--- src/rtl/tport_pkg.sv ---
// constants for the timed port bank: bus map, field layout, widths
// assumes one 10 MHz clock and 32-bit avalon-mm register access
package tport_pkg;

    // structure
    localparam int unsigned NPORT  = 5;
    localparam int unsigned NCLK   = 6;
    localparam int unsigned NPIN   = 32;
    localparam int unsigned AW     = 9;
    localparam int unsigned DW     = 32;
    localparam int unsigned CW     = 16;
    localparam int unsigned PSEL_W = 3;

    // port widths and the pin groups they cover, all based at pin 0
    localparam int unsigned PORT_W [NPORT] = '{1, 4, 8, 16, 32};
    localparam logic [31:0] PORT_MASK [NPORT] = '{
        32'h0000_0001, 32'h0000_000f, 32'h0000_00ff,
        32'h0000_ffff, 32'hffff_ffff};

    // pins that the inter-chip link takes over when enabled
    localparam logic [31:0] LINK_PIN_MASK = 32'hff00_0000;

    // register map: port k at k * 0x20, clock blocks at 0x100 + 4 * n
    localparam logic [AW-1:0] CB_BASE   = 9'h100;
    localparam logic [AW-1:0] LINK_ADDR = 9'h120;
    localparam int unsigned   PIDX_LO   = 5;
    localparam int unsigned   CB_STEP   = 4; // clock block register spacing
    localparam logic [4:0] OFS_CTRL   = 5'h00;
    localparam logic [4:0] OFS_DATA   = 5'h04;
    localparam logic [4:0] OFS_TIME   = 5'h08;
    localparam logic [4:0] OFS_COND   = 5'h0c;
    localparam logic [4:0] OFS_COUNT  = 5'h10;
    localparam logic [4:0] OFS_TSTAMP = 5'h14;
    localparam logic [4:0] OFS_STATUS = 5'h18;

    // port control fields
    localparam int unsigned CTRL_EN      = 0;
    localparam int unsigned CTRL_OUT     = 1;
    localparam int unsigned CTRL_OC      = 2;
    localparam int unsigned CTRL_STB_IN  = 3;
    localparam int unsigned CTRL_STB_OUT = 4;
    localparam int unsigned CTRL_COND_LO = 5;
    localparam int unsigned CTRL_CB_LO   = 8;
    localparam int unsigned CTRL_CB_W    = 3;
    localparam logic [31:0] CTRL_RST     = 32'h0000_0000;

    // input condition modes
    localparam logic [1:0] COND_NONE = 2'h0;
    localparam logic [1:0] COND_EQ   = 2'h1;
    localparam logic [1:0] COND_NE   = 2'h2;

    // clock block fields
    localparam int unsigned CB_SRC_BIT = 16;
    localparam logic [CW-1:0] CB_DIV_RST = 16'h0000;

    // status fields
    localparam int unsigned ST_FULL  = 0;
    localparam int unsigned ST_ARMED = 1;
    localparam int unsigned ST_STB   = 2;

endpackage

--- src/rtl/tport_bank.sv ---
// timed i/o port bank: five ports of width 1/4/8/16/32 on 32 pins,
// six clock blocks, counters, timestamps, strobes and pin events.
// assumes pins are synchronous to clk and an avalon-mm master.
`timescale 1ns/1ps

module tport_bank (
    // clock and reset
    input  wire logic                        clk,
    input  wire logic                        rst_n,
    // avalon-mm slave
    input  wire logic [tport_pkg::AW-1:0]    address,
    input  wire logic                        read,
    input  wire logic                        write,
    input  wire logic [tport_pkg::DW-1:0]    writedata,
    input  wire logic [3:0]                  byteenable,
    output logic      [tport_pkg::DW-1:0]    readdata,
    output logic                             waitrequest,
    // pins
    input  wire logic [tport_pkg::NPIN-1:0]  pin_in,
    output logic      [tport_pkg::NPIN-1:0]  pin_out,
    output logic      [tport_pkg::NPIN-1:0]  pin_oe,
    // strobes and events, one bit per port
    input  wire logic [tport_pkg::NPORT-1:0] strobe_in,
    output logic      [tport_pkg::NPORT-1:0] strobe_out,
    output logic      [tport_pkg::NPORT-1:0] event_out
);
    import tport_pkg::*;

    logic                   wait_r;
    logic [DW-1:0]          rdata_r;
    logic [DW-1:0]          rdata_nxt;
    logic [DW-1:0]          wmask;
    logic                   acc_wr;
    logic                   acc_rd;
    logic                   in_ports;
    logic [PSEL_W-1:0]      pidx;
    logic [4:0]             pofs;
    logic                   link_en_r;
    logic [NCLK-1:0]        cb_tick;
    logic                   clkpin_d_r;
    logic                   clkpin_rise;
    logic [NPIN-1:0]        pin_out_r;
    logic [NPIN-1:0]        pin_oe_r;
    logic [NPIN-1:0]        pin_out_nxt;
    logic [NPIN-1:0]        pin_oe_nxt;
    logic [NPORT-1:0]       strobe_r;
    logic [NPORT-1:0]       event_r;
    logic [NPORT-1:0][DW-1:0] ctrl_v;
    logic [NPORT-1:0][DW-1:0] shift_v;
    logic [NPORT-1:0][DW-1:0] rd_v;
    logic [NCLK-1:0][CW-1:0]  cb_div_v;
    logic [NCLK-1:0]          cb_src_v;

    // outputs straight from flops
    assign readdata    = rdata_r;
    assign waitrequest = wait_r;
    assign pin_out     = pin_out_r;
    assign pin_oe      = pin_oe_r;
    assign strobe_out  = strobe_r;
    assign event_out   = event_r;

    // address decode and byte-lane mask
    assign pidx     = address[PIDX_LO +: PSEL_W];
    assign pofs     = address[PIDX_LO-1:0];
    assign in_ports = (address < CB_BASE) && (pidx < PSEL_W'(NPORT));
    assign wmask    = {{8{byteenable[3]}}, {8{byteenable[2]}},
                       {8{byteenable[1]}}, {8{byteenable[0]}}};
    // actions happen on the edge the master sees waitrequest low
    assign acc_wr   = write && !wait_r;
    assign acc_rd   = read && !wait_r;

    // waitrequest: low for exactly the cycle after a request is seen
    always_ff @(posedge clk) begin
        if (!rst_n) begin
            wait_r <= 1'b1;
        end else if ((read || write) && wait_r) begin
            wait_r <= 1'b0;
        end else begin
            wait_r <= 1'b1;
        end
    end

    // read mux; unmapped addresses read as zero
    always_comb begin
        rdata_nxt = '0;
        if (in_ports) begin
            rdata_nxt = rd_v[pidx];
        end else if (address == LINK_ADDR) begin
            rdata_nxt = {{(DW-1){1'b0}}, link_en_r};
        end else begin
            for (int n = 0; n < NCLK; n++) begin
                if (address == CB_BASE + AW'(CB_STEP * n)) begin
                    rdata_nxt = {15'h0000, cb_src_v[n], cb_div_v[n]};
                end
            end
        end
    end

    // read data captured while the request waits, held while answered
    always_ff @(posedge clk) begin
        if (!rst_n) begin
            rdata_r <= '0;
        end else if (read && wait_r) begin
            rdata_r <= rdata_nxt;
        end
    end

    // link enable register
    always_ff @(posedge clk) begin
        if (!rst_n) begin
            link_en_r <= 1'b0;
        end else if (acc_wr && address == LINK_ADDR && byteenable[0]) begin
            link_en_r <= writedata[0];
        end
    end

    // rising edge of the 1-bit port pin, an external clock source
    always_ff @(posedge clk) begin
        if (!rst_n) begin
            clkpin_d_r <= 1'b0;
        end else begin
            clkpin_d_r <= pin_in[0];
        end
    end
    assign clkpin_rise = pin_in[0] && !clkpin_d_r;

    // block 0 is the reference clock: a tick on every cycle
    assign cb_tick[0]  = 1'b1;
    assign cb_div_v[0] = CB_DIV_RST;
    assign cb_src_v[0] = 1'b0;

    // programmable clock blocks 1..5
    for (genvar n = 1; n < NCLK; n++) begin : g_cb
        logic [CW-1:0] div_r, cnt_r;
        logic          src_r, src_ev, hit;

        assign src_ev      = src_r ? clkpin_rise : 1'b1;
        assign hit         = src_ev && (cnt_r == div_r);
        assign cb_tick[n]  = hit;
        assign cb_div_v[n] = div_r;
        assign cb_src_v[n] = src_r;

        // configuration: divide by div + 1, source select
        always_ff @(posedge clk) begin
            if (!rst_n) begin
                div_r <= CB_DIV_RST;
                src_r <= 1'b0;
            end else if (acc_wr && address == CB_BASE + AW'(CB_STEP * n)) begin
                div_r <= (writedata[CW-1:0] & wmask[CW-1:0])
                       | (div_r & ~wmask[CW-1:0]);
                if (byteenable[2]) begin
                    src_r <= writedata[CB_SRC_BIT];
                end
            end
        end

        // divider counts source events
        always_ff @(posedge clk) begin
            if (!rst_n) begin
                cnt_r <= '0;
            end else if (hit) begin
                cnt_r <= '0;
            end else if (src_ev) begin
                cnt_r <= cnt_r + 16'h0001;
            end
        end
    end

    // ports
    for (genvar k = 0; k < NPORT; k++) begin : g_port
        localparam logic [31:0] MSK = PORT_MASK[k];
        logic [DW-1:0] ctrl_r, cond_r, xfer_r, shift_r;
        logic [CW-1:0] count_r, time_r, tstamp_r;
        logic          full_r, armed_r, sel, tick, en, dir_out;
        logic          time_ok, cond_ok, stb_ok, go;
        logic [DW-1:0] sample;
        logic [2:0]    cbs;
        logic [1:0]    cmode;

        assign sel     = in_ports && (pidx == PSEL_W'(k));
        assign en      = ctrl_r[CTRL_EN];
        assign dir_out = ctrl_r[CTRL_OUT];
        assign cbs     = ctrl_r[CTRL_CB_LO +: CTRL_CB_W];
        assign cmode   = ctrl_r[CTRL_COND_LO +: 2];
        assign tick    = (cbs < 3'(NCLK)) ? cb_tick[cbs] : 1'b0;
        // full width sample even on pins owned by another port
        assign sample  = pin_in & MSK;
        assign time_ok = !armed_r || (count_r == time_r);
        assign stb_ok  = !ctrl_r[CTRL_STB_IN] || strobe_in[k];
        always_comb begin
            unique case (cmode)
                COND_EQ: cond_ok = (sample == (cond_r & MSK));
                COND_NE: cond_ok = (sample != (cond_r & MSK));
                default: cond_ok = 1'b1;
            endcase
        end
        // a transfer between shift stage and transfer register
        assign go = en && tick && time_ok && (dir_out ? full_r
                  : (!full_r && stb_ok && cond_ok));
        assign ctrl_v[k]  = ctrl_r;
        assign shift_v[k] = shift_r;

        // control and condition registers
        always_ff @(posedge clk) begin
            if (!rst_n) begin
                ctrl_r <= CTRL_RST;
                cond_r <= '0;
            end else if (acc_wr && sel && pofs == OFS_CTRL) begin
                ctrl_r <= (writedata & wmask) | (ctrl_r & ~wmask);
            end else if (acc_wr && sel && pofs == OFS_COND) begin
                cond_r <= (writedata & wmask) | (cond_r & ~wmask);
            end
        end

        // port counter on the selected clock block
        always_ff @(posedge clk) begin
            if (!rst_n) begin
                count_r <= '0;
            end else if (tick) begin
                count_r <= count_r + 16'h0001;
            end
        end

        // timed transfer arming; a transfer consumes the arm
        always_ff @(posedge clk) begin
            if (!rst_n) begin
                time_r  <= '0;
                armed_r <= 1'b0;
            end else if (acc_wr && sel && pofs == OFS_TIME) begin
                time_r  <= writedata[CW-1:0];
                armed_r <= 1'b1;
            end else if (go) begin
                armed_r <= 1'b0;
            end
        end

        // data path through transfer register and shift stage
        always_ff @(posedge clk) begin
            if (!rst_n) begin
                xfer_r   <= '0;
                shift_r  <= '0;
                full_r   <= 1'b0;
                tstamp_r <= '0;
            end else begin
                if (go) begin
                    tstamp_r <= count_r;
                end
                if (dir_out) begin
                    if (go) begin
                        shift_r <= xfer_r;
                    end
                    if (acc_wr && sel && pofs == OFS_DATA) begin
                        xfer_r <= writedata & MSK;
                        full_r <= 1'b1;
                    end else if (go) begin
                        full_r <= 1'b0;
                    end
                end else begin
                    if (en && tick && stb_ok) begin
                        shift_r <= sample;
                    end
                    if (go) begin
                        xfer_r <= sample;
                        full_r <= 1'b1;
                    end else if (acc_rd && sel && pofs == OFS_DATA) begin
                        full_r <= 1'b0;
                    end
                end
            end
        end

        // strobe marks output data for one tick of the port clock
        always_ff @(posedge clk) begin
            if (!rst_n) begin
                strobe_r[k] <= 1'b0;
            end else if (go && dir_out) begin
                strobe_r[k] <= ctrl_r[CTRL_STB_OUT];
            end else if (tick || !en) begin
                strobe_r[k] <= 1'b0;
            end
        end

        // event pulse on every transfer, including a met condition
        always_ff @(posedge clk) begin
            if (!rst_n) begin
                event_r[k] <= 1'b0;
            end else begin
                event_r[k] <= go;
            end
        end

        // per-port read view
        always_comb begin
            rd_v[k] = '0;
            unique case (pofs)
                OFS_CTRL:   rd_v[k] = ctrl_r;
                OFS_DATA:   rd_v[k] = xfer_r;
                OFS_TIME:   rd_v[k] = {16'h0000, time_r};
                OFS_COND:   rd_v[k] = cond_r;
                OFS_COUNT:  rd_v[k] = {16'h0000, count_r};
                OFS_TSTAMP: rd_v[k] = {16'h0000, tstamp_r};
                OFS_STATUS: rd_v[k] = {29'h0, strobe_r[k], armed_r, full_r};
                default:    rd_v[k] = '0;
            endcase
        end
    end

    // pin ownership: narrowest enabled port wins, link masks pins 31:24
    always_comb begin
        pin_out_nxt = '0;
        pin_oe_nxt  = '0;
        for (int i = 0; i < NPIN; i++) begin
            for (int k = NPORT - 1; k >= 0; k--) begin
                if (ctrl_v[k][CTRL_EN] && PORT_MASK[k][i]) begin
                    pin_oe_nxt[i]  = 1'b0;
                    pin_out_nxt[i] = 1'b0;
                    if (ctrl_v[k][CTRL_OUT]) begin
                        if (ctrl_v[k][CTRL_OC]) begin
                            pin_oe_nxt[i] = !shift_v[k][i];
                        end else begin
                            pin_oe_nxt[i]  = 1'b1;
                            pin_out_nxt[i] = shift_v[k][i];
                        end
                    end
                end
            end
            if (link_en_r && LINK_PIN_MASK[i]) begin
                pin_oe_nxt[i]  = 1'b0;
                pin_out_nxt[i] = 1'b0;
            end
        end
    end

    // registered pin drive
    always_ff @(posedge clk) begin
        if (!rst_n) begin
            pin_out_r <= '0;
            pin_oe_r  <= '0;
        end else begin
            pin_out_r <= pin_out_nxt;
            pin_oe_r  <= pin_oe_nxt;
        end
    end

endmodule

--- config.mk ---
export PLATFORM = sky130hd
export DESIGN_NAME = tport_bank
export DESIGN_NICKNAME = d
export VERILOG_FILES = /design/src/rtl/tport_pkg.sv /design/src/rtl/tport_bank.sv
export SDC_FILE = /design/constraint.sdc
export NUM_CORES = 2
export LEC_CHECK = 0
export BUFFER_PORTS_ARGS = -buffer_cell sky130_fd_sc_hd__buf_2
export CORE_MARGIN = 2
export CORE_UTILIZATION = 61
export DETAILED_ROUTE_END_ITERATION = 8
export PLACE_DENSITY = 0.85
export SLEW_MARGIN = 10
export SYNTH_ARGS = -nofsm -noshare
export SYNTH_HDL_FRONTEND = slang
export SYNTH_SLANG_ARGS = --single-unit
--- constraint.sdc ---
create_clock -name clk -period 8.3 [get_ports clk]
set_input_delay 1.245 -clock clk [delete_from_list [all_inputs] [get_ports clk]]
set_output_delay 1.245 -clock clk [all_outputs]
set_load 0.1 [all_outputs]
==> results.sh <==
export IMPL_io_pins=193
export IMPL_finClkSkew_ns=0.0610
export IMPL_grt_pass1_vias=42000
export IMPL_synth_area_um2=45900
export IMPL_viasPerCell=6.90
export IMPL_placed_area_um2=46900
export IMPL_netlist_top_cell_by_area="dfxtp_1"
export IMPL_ctsResizeCount=0
export IMPL_dr_pass1_iters=9
export IMPL_setup_viol=0
export IMPL_fp_dieW_um=278
export IMPL_grt_first_pass_wirelength_um=250000
export IMPL_postCtsHoldBufs=0
export IMPL_clkPwrFrac_pct=47.7
export IMPL_root_buffer="clkbuf_16"
export IMPL_async_flop_share_pct=0
export IMPL_crit_chain="buf_2 > nand2b_2 > a21oi_1 > and4_1 > nand3_1 > a311oi_1 > o22a_1 > mux2i_1 > nor2_1"
export IMPL_clk_transition_reported_paths_ns=0.06
export IMPL_grt_max_degree=181
export IMPL_grt_usage_pct=41.3
export IMPL_die_h_um=278
export IMPL_syn2layout_area_growth_pct=9.77
export IMPL_coreArea_um2=74400
export IMPL_vias=45700
export IMPL_syn_inst=5663
export IMPL_critPathSlowestCell="o22a_1"
export IMPL_worst_slack_ns=3.57
export IMPL_wl_um=167000
export IMPL_synth_edf_count=0
export IMPL_cpPeakStageDelay_ns=1.09
export IMPL_overflow=0
export IMPL_cp_arrival_ns=5.25
export IMPL_grt_antenna_before_repair=11
export IMPL_core_rowCount=100
export IMPL_synth_seq_cells=966
export IMPL_synth_top_cell_area_share_pct=42.1
export IMPL_violations="design-rule violations"
export IMPL_clkLatencyLatePin_ns=0.71
export IMPL_hold_viol=0
export IMPL_worstMarginPinSlew_ns=1.34
export IMPL_detail_route_antenna_nets=0
export IMPL_layout_drive_gt1_share_pct=10.5
export IMPL_cts_buffers=99
export IMPL_nets=5665
export IMPL_combPwrFrac_pct=4.8
export IMPL_power_frac_seq_pct=47.5
export IMPL_worstSetupPathType="in2reg"
export IMPL_synth_avg_cell_area_um2=8.10
export IMPL_ir_worst_vdd_uv=186
export IMPL_post_cts_buffers=0
export IMPL_rsz0062_at_grt="false"
export IMPL_dp_hpwl_um=109000
export IMPL_p_per_area_nw_per_um2=195
export IMPL_avgRoutedWirePerCell_um=25.3
export IMPL_synth_distinct_cells=89
export IMPL_ys_flop_type="dfxtp_1"
export IMPL_synth_area_leaders="dfxtp_1 42%, nand2_1 7.7%, a21oi_1 7.2%, nand3_1 5.2%, mux2i_1 4.7%"
export IMPL_power_leakage_nw=18.8
export IMPL_status="complete, but fails checks"
export IMPL_min_path_type="reg2reg"
export IMPL_place_congestion=1.04
export IMPL_cts_htree_levels=3
export IMPL_fmax_mhz=211
export IMPL_stdcell_area_um2=50400
export IMPL_path_max_fanout=20
export IMPL_end_kind="flop"
export IMPL_critPathLaunchType="input port"
export IMPL_pre_cts_slack_ns=3.08
export IMPL_period_needed_ns=4.73
export IMPL_swShare_pct=24.4
export IMPL_seq_area_frac_synth_pct=42.1
export IMPL_cts_sinks=966
export IMPL_final_max_slew_viol_count=0
export IMPL_p_switching_mw=2.39
export IMPL_dieArea_um2=77500
export IMPL_start_util_pct=61.7
export IMPL_internal_power_mw=7.42
export IMPL_ys_top_cells_by_count="966 x dfxtp_1, 947 x nand2_1, 663 x a21oi_1, 475 x nand3_1"
export IMPL_fin_crit_sh_pct=57.0
export IMPL_worstPathRequired_ns=8.82
export IMPL_synth_nets=5769
export IMPL_clock_path_buffers=3
export IMPL_numPortBuffers=192
export IMPL_drt_iter0_markers=7977
export IMPL_drc_errors=40
export IMPL_final_setup_tns_ns=0
export IMPL_slew_headroom_pct=10.2
export IMPL_yosysMostFrequentCell="dfxtp_1"
export IMPL_maxCapViolCount=0
export IMPL_cts_tree="yes"
export IMPL_yosys_warnings=0
## cells by family after synthesis
logic type	after synthesis	synth area share, %
flops	966	42.1
fa+ha+maj	20	0.545
xor+xnor	308	5.88
simple gates	2187	21.4
buf+inv	519	4.48
mux	283	6.40
compound gates	1380	19.2
## power by group through the flow
stage	registers, mW	clock network, mW	logic (mW)
finish	4.66	4.68	0.467
global route	4.66	4.83	0.468
CTS	4.66	4.66	0.433
detailed placement	4.76	0	0.431
global placement	4.76	0	0.429
floorplan	4.76	0	0.258
## routing by layer
layer	track usage [%]	part of all wire, %	vias up
met1	52.4	35	21200
met4	28.4	8.4	8
met5	0	0.030	-
met3	12.2	15	956
met2	60.4	42	3724
li1	-	-	19800
## path summary, 6_finish.rpt
| check | slack, ns | cells after the start | to | startpoint |
|---|---|---|---|---|
| max | 3.57 | 9 | g_port[4].tstamp_r[7]$_SDFFE_PN0P_ | pin_in[0] |
| min | 0.45 | 2 | flop | flop |
| max reg2reg | 4.20 | 8 | g_port[4].tstamp_r[7]$_SDFFE_PN0P_ | g_cb[3].cnt_r[13]$_SDFFE_PP0P_ |
| min reg2reg | 0.45 | 2 | flop | flop |
## critical path: cells and delay by family
family	cells	cell delay [ns]
compound gates	3	2.16
simple gates	4	1.05
buf+inv	1	0.47
mux	1	0.30
## metrics by stage
step	hold WS, ns	utilization [%]	instances	power [mW]
floorplan	0.423	-	5663	5.02
global placement	0.441	63.0	6427	5.19
detailed placement	0.446	63.0	6427	5.19
CTS	0.454	67.6	6609	9.75
global route	0.469	67.7	6616	9.96
finish	0.454	67.7	6619	9.81
## placed cells by master, fill, tap and decap left out, types with 19 or more instances in the layout
cell / n
nor4_1: 51
o21ai_0: 116
mux2i_1: 217
or3_1: 25
clkbuf_1: 19
nor3_1: 25
and3_1: 36
a21o_1: 35
a21oi_1: 663
buf_4: 81
a31oi_1: 24
a22o_1: 38
o221a_2: 32
a22oi_1: 199
inv_1: 38
mux2_2: 64
xor2_1: 246
a221oi_1: 50
a211oi_1: 22
ha_1: 20
o22ai_1: 39
nand2_1: 947
and2_1: 35
nor2_1: 394
clkbuf_8: 22
nand2b_1: 63
clkbuf_16: 100
buf_2: 191
dfxtp_1: 964
a222oi_1: 32
nand4_1: 48
nand3_1: 474
or4_1: 22
xnor2_1: 62
o211ai_1: 20
clkinv_2: 19
## layout make-up
class,count,area (um^2)
antenna,10,25.0
fill,5801,24100
timing repair buffer,275,1620
multi-input combinational,4178,24600
sequential,966,19300
tap,969,1210
clock inverter,41,547
clock buffer,141,2880
inverter,39,154
No activity file was read; power rests on OpenSTA's default activity.
